--- src/hw/status_load_consts.svh ---
`ifndef STATUS_LOAD_CONSTS_SVH
`define STATUS_LOAD_CONSTS_SVH

// opcode upper bytes (bits 15:8)
`define OPC_LOAD_PAGE_MEM   8'h6F
`define OPC_LOAD_PAGE_IMM   8'h6E
`define OPC_RESTORE_STATUS  8'h7B
`define OPC_FETCH_FACTOR    8'h6A
`define OPC_FETCH_FACTOR_SUM 8'h6C
// instruction word fields
`define IND_BIT             7
`define INC_BIT             5
`define DEC_BIT             4
`define NOPTR_BIT           3
`define NEWPTR_BIT          0
// saved status word layout
`define ST_EXCESS_BIT       15
`define ST_CLAMP_BIT        14
`define ST_MASK_BIT         13
`define ST_ARP_BIT          8
`define ST_PAGE_BIT         0
`define ST_FILL             16'h1EFE
`define PAGE_BASE           8'h80
// data memory depth: page 0 plus the short upper page
`define DATA_WORDS          144

`endif

--- src/hw/status_load_pkg.sv ---
package status_load_pkg;
    typedef logic [15:0] word_t;

    typedef enum logic [2:0] {
        OP_NONE     = 3'b000,
        OP_PAGE_MEM = 3'b001,
        OP_PAGE_IMM = 3'b010,
        OP_RESTORE  = 3'b011,
        OP_FACTOR   = 3'b100,
        OP_FACTOR_S = 3'b101
    } op_e;

    typedef struct packed {
        logic excessFlag;
        logic clampMode;
        logic intMask;
        logic auxPtr;
        logic pagePtr;
    } status_s;
endpackage : status_load_pkg

--- src/hw/page_status_factor_load_ops.sv ---
`timescale 1ns/1ps
`include "status_load_consts.svh"
module page_status_factor_load_ops
    import status_load_pkg::*;
#(
    parameter int AW = 8
) (
    input  wire logic                       mclk,
    input  wire logic                       reset,
    input  wire logic                       instValid,
    input  wire status_load_pkg::word_t     instWord,
    input  wire logic                       intMaskSet,
    input  wire logic                       intMaskValue,
    input  wire logic                       memWrEn,
    input  wire logic [AW-1:0]              memWrAddr,
    input  wire status_load_pkg::word_t     memWrData,
    input  wire status_load_pkg::word_t     mulOutIn,
    output status_load_pkg::status_s        status,
    output status_load_pkg::word_t          savedStatusWord,
    output status_load_pkg::word_t          mulInReg,
    output logic [31:0]                     sumReg,
    output logic [AW-1:0]                   operandAddr,
    output logic                            busy
);
    import status_load_pkg::*;

    // ------------------------------------------------------------
    // decode
    // ------------------------------------------------------------
    function automatic op_e decode(input word_t w);
        unique case (w[15:8])
            `OPC_LOAD_PAGE_MEM:    decode = OP_PAGE_MEM;
            `OPC_LOAD_PAGE_IMM:    decode = OP_PAGE_IMM;
            `OPC_RESTORE_STATUS:   decode = OP_RESTORE;
            `OPC_FETCH_FACTOR:     decode = OP_FACTOR;
            `OPC_FETCH_FACTOR_SUM: decode = OP_FACTOR_S;
            default:               decode = OP_NONE;
        endcase
    endfunction : decode

    function automatic word_t pack_status(input status_s s);
        word_t w;
        w = `ST_FILL;
        w[`ST_EXCESS_BIT] = s.excessFlag;
        w[`ST_CLAMP_BIT]  = s.clampMode;
        w[`ST_MASK_BIT]   = s.intMask;
        w[`ST_ARP_BIT]    = s.auxPtr;
        w[`ST_PAGE_BIT]   = s.pagePtr;
        return w;
    endfunction : pack_status

    // ------------------------------------------------------------
    // two-phase sequencing: address cycle, execute cycle
    // ------------------------------------------------------------
    typedef enum logic [0:0] {
        S_FETCH = 1'b0,
        S_EXEC  = 1'b1
    } phase_e;

    phase_e    phase_reg;
    op_e       op_reg;
    word_t     inst_reg;
    status_s   status_reg;
    word_t     mulIn_reg;
    logic [31:0] sum_reg;
    logic [AW-1:0] aux_reg [2];
    logic [AW-1:0] addr_reg;
    word_t     rdData;
    logic [AW-1:0] addrNext;

    always_comb
    begin
        if (instWord[`IND_BIT])
            addrNext = aux_reg[status_reg.auxPtr];
        else
            addrNext = status_reg.pagePtr ? AW'(`PAGE_BASE | {1'b0, instWord[6:0]})
                                          : AW'({1'b0, instWord[6:0]});
    end

    data_ram #(.WORDS(`DATA_WORDS), .AW(AW)) u_ram (
        .mclk   (mclk),
        .rdAddr (addrNext),
        .rdData (rdData),
        .wrEn   (memWrEn),
        .wrAddr (memWrAddr),
        .wrData (memWrData)
    );

    always_ff @(posedge mclk)
    begin
        if (reset)
            phase_reg <= S_FETCH;
        else if (phase_reg == S_FETCH && instValid)
            phase_reg <= S_EXEC;
        else
            phase_reg <= S_FETCH;
    end

    always_ff @(posedge mclk)
    begin
        if (reset)
        begin
            op_reg   <= OP_NONE;
            inst_reg <= 16'h0000;
            addr_reg <= '0;
        end
        else if (phase_reg == S_FETCH && instValid)
        begin
            op_reg   <= decode(instWord);
            inst_reg <= instWord;
            addr_reg <= addrNext;
        end
    end

    // ------------------------------------------------------------
    // status
    // ------------------------------------------------------------
    always_ff @(posedge mclk)
    begin
        if (reset)
            status_reg <= '0;
        else if (phase_reg == S_EXEC)
        begin
            unique case (op_reg)
                OP_PAGE_MEM:
                    status_reg.pagePtr <= rdData[0];
                OP_PAGE_IMM:
                    status_reg.pagePtr <= inst_reg[`NEWPTR_BIT];
                OP_RESTORE:
                begin
                    status_reg.excessFlag <= rdData[`ST_EXCESS_BIT];
                    status_reg.clampMode  <= rdData[`ST_CLAMP_BIT];
                    status_reg.pagePtr    <= rdData[`ST_PAGE_BIT];
                    status_reg.auxPtr     <= rdData[`ST_ARP_BIT];
                end
                default:
                    status_reg.pagePtr <= status_reg.pagePtr;
            endcase
            // explicit new pointer overrides the restored one
            if (op_reg != OP_PAGE_IMM && op_reg != OP_NONE
                && inst_reg[`IND_BIT] && !inst_reg[`NOPTR_BIT])
                status_reg.auxPtr <= inst_reg[`NEWPTR_BIT];
        end
        else if (intMaskSet)
            status_reg.intMask <= intMaskValue;
    end

    // auxiliary register post-modify
    always_ff @(posedge mclk)
    begin
        if (reset)
        begin
            aux_reg[0] <= '0;
            aux_reg[1] <= '0;
        end
        else if (phase_reg == S_EXEC && op_reg != OP_NONE && op_reg != OP_PAGE_IMM
                 && inst_reg[`IND_BIT])
        begin
            if (inst_reg[`INC_BIT])
                aux_reg[status_reg.auxPtr] <= addr_reg + AW'(1);
            else if (inst_reg[`DEC_BIT])
                aux_reg[status_reg.auxPtr] <= addr_reg - AW'(1);
        end
    end

    // ------------------------------------------------------------
    // factor and sum
    // ------------------------------------------------------------
    always_ff @(posedge mclk)
    begin
        if (reset)
            mulIn_reg <= 16'h0000;
        else if (phase_reg == S_EXEC && (op_reg == OP_FACTOR || op_reg == OP_FACTOR_S))
            mulIn_reg <= rdData;
    end

    always_ff @(posedge mclk)
    begin
        if (reset)
            sum_reg <= 32'h0000_0000;
        else if (phase_reg == S_EXEC && op_reg == OP_FACTOR_S)
            sum_reg <= sum_reg + {{16{mulOutIn[15]}}, mulOutIn};
    end

    assign status          = status_reg;
    assign savedStatusWord = pack_status(status_reg);
    assign mulInReg        = mulIn_reg;
    assign sumReg          = sum_reg;
    assign operandAddr     = addr_reg;
    assign busy            = (phase_reg == S_EXEC);
endmodule : page_status_factor_load_ops

--- src/hw/data_ram.sv ---
`timescale 1ns/1ps
module data_ram #(
    parameter int WORDS = 144,
    parameter int AW    = 8
) (
    input  wire logic                       mclk,
    input  wire logic [AW-1:0]              rdAddr,
    output logic      [15:0]                rdData,
    input  wire logic                       wrEn,
    input  wire logic [AW-1:0]              wrAddr,
    input  wire logic [15:0]                wrData
);
    logic [15:0] mem [WORDS];

    always_ff @(posedge mclk)
    begin
        if (wrEn)
            mem[wrAddr] <= wrData;
    end

    always_ff @(posedge mclk)
    begin
        rdData <= mem[rdAddr];
    end
endmodule : data_ram

--- config.mk ---
export PLATFORM = sky130hd
export DESIGN_NAME = page_status_factor_load_ops
export DESIGN_NICKNAME = d
export VERILOG_FILES = /design/src/hw/status_load_pkg.sv /design/src/hw/page_status_factor_load_ops.sv /design/src/hw/data_ram.sv
export VERILOG_INCLUDE_DIRS = /design/src /design/src/hw
export SDC_FILE = /design/constraint.sdc
export NUM_CORES = 2
export LEC_CHECK = 0
export ABC_AREA = 1
export BUFFER_PORTS_ARGS = -buffer_cell sky130_fd_sc_hd__buf_2
export CORE_UTILIZATION = 57
export CTS_CLUSTER_SIZE = 25
export DETAILED_ROUTE_END_ITERATION = 8
export HOLD_SLACK_MARGIN = 0.05
export PLACE_DENSITY = 0.73
export SKIP_CTS_REPAIR_TIMING = 1
export SYNTH_ARGS = -nofsm -noshare
export SYNTH_HDL_FRONTEND = slang
export SYNTH_SLANG_ARGS = --single-unit
export TNS_END_PERCENT = 100
--- constraint.sdc ---
create_clock -name mclk -period 3 [get_ports mclk]
set_input_delay 0.15 -clock mclk [delete_from_list [all_inputs] [get_ports mclk]]
set_output_delay 0.15 -clock mclk [all_outputs]
set_load 0.01 [all_outputs]
# Word level (Yosys, flattened, before mapping)
# Memories as Yosys holds them, arrays and structs flattened. A register that Yosys moved wholly into a read port is not among the register bits.
# Index checks and enable logic that the tools add are counted.
# Widths: inputs -> output; s select.
[op_classes]
add_sub_neg = 3
n_eq_ne = 11
muxes = 26
bitwise = 2
n_reduce_logical = 20
[ops]
columns = ["cell", "n"]
rows = [
  ["$eq 8x7->1 const B", 5],
  ["$add 32x32->32", 1],
  ["$mux 8", 4],
  ["$mux 1", 20],
  ["$pmux 3 s5", 1],
  ["$logic_and 1x1->1", 9],
  ["$add 8x1->8 const B", 1],
  ["$reduce_and 2->1", 4],
  ["$reduce_or 8->1", 1],
  ["$sub 8x1->8 const B", 1],
  ["$eq 3x2->1 const B", 2],
  ["$eq 3x3->1 const B", 2],
  ["$reduce_bool 2->1", 2],
  ["$eq 3x1->1 const B", 1],
  ["$ne 3x2->1 const B", 1],
  ["$reduce_bool 3->1", 1],
  ["$pmux 1 s2", 1],
  ["$reduce_or 2->1", 1],
  ["$logic_not 1->1", 1],
  ["$logic_or 1x1->1", 1],
  ["$not 1->1", 1],
  ["$or 1x1->1", 1],
]
[word_totals]
ff_bits = 73
ramBits = 2320
in_bits = 62
output_inout_bits = 78
wordCells = 75
memories = 2
[memory_table]
columns = ["memory", "depth", "width", "rd", "rd_ports_with_merged_regs", "wr", "line", "source"]
rows = [
  ["u_ram.mem", 144, 16, 1, 1, 1, "data_ram.sv:13", "logic [15:0] mem [WORDS];"],
  ["aux_reg", 2, 8, 1, 1, 2, "page_status_factor_load_ops.sv:66", "logic [AW-1:0] aux_reg [2];"],
]

# Logic depth before layout (Yosys ltp)
[depth]
ltp_word = 10
mapped_depth = 17
depth_no_buf = 16

# By module
# From an unflattened synthesis, not the netlist that was laid out.
[hier_totals]
cells_unflattened = 8532
hier_area_um2 = 99422.9
[modules_own_cells]
columns = ["module", "instances", "cells_each", "area_each_um2", "seq_area_each_um2"]
rows = [
  ["data_ram", 1, 7567, 93259.4, 69506.7],
  ["page_status_factor_load_ops", 1, 965, 6163.4, 1901.8],
]

# Least setup slack after synthesis
# OpenSTA, ideal clock, no wires.
[synth_timing]
path_kind = "flip-flop to flip-flop"
startpoint = "reg phase_reg, in the netlist busy"
endpoint = "mem aux_reg[1][7] (data pin)"
setup_time_ns = 0.261
arrival_time_ns = 2.711
required_time_ns = 2.739
slack_ns = 0.027
path_stages_with_launch = 15
path_buffers = 0
synth_period_minus_slack_ns = 2.973
path_cell_list = "dfxtp_1 > inv_1 > nor2_1 > inv_1 > nor4_1 > ha_1 > a21oi_1 > nand2_1 > a21oi_1 > o21bai_1 > nand2_1 > nand2_1 > a21oi_1 > xor2_1 > nor2_1"
[synth_rtl]
columns = ["element", "line", "source"]
rows = [
  ["from (decl)", "page_status_factor_load_ops.sv:60", "phase_e phase_reg;"],
  ["from (signal assigned)", "page_status_factor_load_ops.sv:92", "phase_reg <= S_FETCH;"],
  ["from (signal assigned)", "page_status_factor_load_ops.sv:94", "phase_reg <= S_EXEC;"],
  ["from (signal assigned)", "page_status_factor_load_ops.sv:96", "phase_reg <= S_FETCH;"],
  ["to (decl)", "page_status_factor_load_ops.sv:66", ""],
]

==> reports/results.ini <==
[outcome]
outcome=finished with violations
violations=design-rule violations

[grt]
antenna_found_initial=15
track_usage_pct=34.0
grt_max_degree=94
grt_pass1_wl_mm=468
grt_pass1_vias=72337
grt_overflow=0

[power_and_ir_drop]
leakagePower_nw=49.8
internal_power_mw=56.9
power_density_mw_per_mm2=621
p_switching_mw=18.5
p_clk_share_pct=41.3
ir_drop_uv=549
swShare_pct=24.6
combPwrFrac_pct=9.4
seqPwrFrac_pct=49.3

[timing]
fmax_ghz=0.337
finalCritPeriodShare_pct=99.0
hold_viol=0
rsz0062_at_grt=yes
finalSetupViolations=0
clock_skew_ns=0.0831
worst_slew_pin_slew_ns=1.01
max_slew_margin_pct=32.8
whs_ns=0.0436
fin_crit_ns=2.97
drv_slew=0

[synth]
avgSynthCellArea_um2=10.5
synthCells=10045
ys_async_sr_fraction_pct=0
ys.flop_type=edfxtp_1
ys_warn_count=0
synth_cell_types=47
ys_seq_area_share_pct=67.6
synth_seq_cells=2407
synth-edff-count=2320
syn-cell-area_mm2=0.106

[placed_design]
gp_congestion=0.937
placed_area_mm2=0.112
hpwlAfterDp_mm=197
portBuffers=128

[setup_path]
cp-end-kind=flop
slowest_stage=dfxtp_2
cp-start-kind=flop
reg2regPathDepth=14
cp_max_fo=45
rr_endpoint=u_ram.rdData[0]
crit_family=simple AND/OR/NAND/NOR gates
cp.buffers_inverters=4
reg2reg_slack_ns=0.03
cpPeakStageDelay_ns=0.39
worstPathCellList=buf_4 -> nor2_1 -> nor2_1 -> o21ai_0 -> o21ai_4 -> buf_12 -> buf_12 -> buf_6 -> nand3_1 -> nand3_1 -> nand3_1 -> nand3_1 -> nand3_1 -> nand2_1
critPathKind=flop to flop
worst_path_most_repeated_cell=nand3_1
cp.required_ns=3.84
cp_data_arrival_time_ns=3.81

[run]
max_cap_viol_count=0

[routing]
finalWirelength_mm=324
routed-wl-met3_mm=37.4
vias_per_cell=5.87
vias=76885
drc=2
drt_iter0_drc=11296
drt.antenna.violating_nets=0
drt-met1-wl_mm=123
wl_per_cell_um=24.8
wl_met2_mm=146
drtPass1Iterations=9
top_layer=met5

[die]
ios=140
core_area_mm2=0.184
dieWidth_um=433
fp.dieArea_mm2=0.187
start_util_pct=57.5
dieHeight_um=433
rows=157

[cells_and_area]
fin_area_mm2=0.122
fillers=13565
area_delta_synth_final_pct=15.0
largest_reg_flops=2304
regArea_mm2=0.0714
drive_gt1_share_pct=10.2
regMostFlops=u_ram.mem
nets=10517
multi_input_area_mm2=0.0257

[cts]
clk_pin_slew_ns=0.07
tritoncts=yes
cts_root_buffer=clkbuf_16
h-tree-depth=4
numCtsBuffers=237
clock_path_buffers=3
clock_latency_ns=0.93
clock-sinks=2407

[hold_path]
worstHoldStart=memWrAddr[6]
min_path_cells=5
min_to=u_ram.mem[128][13]
min_path_type=input port to flop

-- cell type report --
cell class,count,area share (%)
Sequential cell,2407,58.7
Multi-Input combinational cell,5422,21.1
Timing Repair Buffer,706,5.75
Clock buffer,289,5.10
Inverter,1642,5.09
Tap cell,2464,2.54
Clock inverter,155,1.65
Antenna cell,8,0.0165
-- power by group through the flow --
stage | Combinational, mW | Sequential (mW) | Clock [mW]
2_1_floorplan | 3.39 | 37.7 | 0
3_3_place_gp | 6.50 | 37.9 | 0
3_5_place_dp | 6.57 | 37.9 | 0
4_1_cts | 6.61 | 37.1 | 31.3
5_1_grt | 7.46 | 37.1 | 32.6
6_report | 7.09 | 37.2 | 31.2
-- worst max path at each step --
stage / slack (ns) / startpoint / depth (start not counted) / endpoint
after global routing: -0.01 / flop / 17 / u_ram.rdData[9]
final: 0.03 / flop / 14 / u_ram.rdData[0]
after detailed placement: -0.40 / flop / 15 / u_ram.rdData[4]
after floorplan: 0.03 / busy / 14 / aux_reg[1][7]
after global placement: -0.38 / flop / 15 / u_ram.rdData[4]
after CTS: -0.42 / flop / 15 / u_ram.rdData[4]
-- synth_stat cells (11+ instances only) --
cell type  count  share of area (%)
nor3_1        12              0.057
edfxtp_1    2320                 66
nand3b_1     240                1.7
o311ai_1      44               0.36
a21oi_1       87               0.41
nand3_1     2063                9.8
o21ai_0      164               0.78
buf_4         51               0.36
o21bai_1      19               0.13
nand2_1     2121                7.5
o211ai_1      13              0.092
inv_1       1633                5.8
o21a_1        11              0.078
dfxtp_1       87                1.6
nor2_1       510                1.8
buf_2        383                1.8
clkbuf_1     118               0.42
buf_1         29               0.10
ha_1          37               0.44
xor2_1        17               0.14
-- cells by family (layout without fill, tap and decap cells) --
logic type	after synthesis	in the layout	synth area share [%]
DFF	2407	2407	67.6
adders and majority gates	39	39	0.476
xor gates and xnor gates	24	24	0.199
other	1	19	0.00355
AOI/OAI and AO/OA	381	381	2.17
and+or+nand+nor	4966	4967	21.0
buffers and inverters	2227	2792	8.57
-- cells in the final DEF (no fill, tap or decap), types with 8 or more instances in the layout --
| master | count |
|---|---|
| o211ai_1 | 13 |
| buf_4 | 380 |
| diode_2 | 8 |
| nand3_2 | 41 |
| bufinv_16 | 36 |
| a21oi_1 | 87 |
| conb_1 | 11 |
| buf_12 | 101 |
| nand3b_1 | 240 |
| buf_16 | 12 |
| clkinvlp_4 | 12 |
| nand2_1 | 2120 |
| nor3_1 | 12 |
| o21ai_0 | 163 |
| inv_1 | 1630 |
| edfxtp_1 | 2320 |
| clkbuf_16 | 248 |
| clkbuf_1 | 44 |
| xor2_1 | 17 |
| o311ai_1 | 44 |
| nand3_1 | 2015 |
| buf_6 | 26 |
| clkinv_1 | 42 |
| a31oi_1 | 8 |
| clkbuf_8 | 8 |
| o32ai_1 | 8 |
| o21bai_1 | 19 |
| o21a_1 | 11 |
| nand3_4 | 9 |
| clkinv_16 | 12 |
| nor2_1 | 509 |
| clkinv_2 | 48 |
| buf_2 | 112 |
| ha_1 | 37 |
| dlygate4sd3_1 | 60 |
| dfxtp_1 | 84 |
-- per-layer routing --
| metal | up-vias | global-route usage, % |
|---|---|---|
| li1 | 34258 | - |
| met1 | 36904 | 47.4 |
| met2 | 4985 | 51.3 |
| met3 | 732 | 6.09 |
| met4 | 6 | 17.5 |
| met5 | - | 0 |
-- metrics by stage --
step	std cells	setup WS, ns	power [mW]	util, %	setup TNS (ns)
after CTS	12995	-0.424	75.1	65.3	-1.35
after floorplan	10055	0.0272	41.1	-	0
after global routing	13087	-0.0139	77.2	66.2	-0.0219
after global placement	12551	-0.376	44.4	60.9	-0.998
after detailed placement	12551	-0.401	44.4	60.9	-1.18
final	13093	0.0288	75.4	66.2	0
-- worst min-delay path, delay by kind of cell --
| family | cells | cell delay, ns |
|---|---|---|
| buf+inv | 3 | 0.44 |
| simple gates | 2 | 0.19 |
Power figures use the tool's default switching activity.
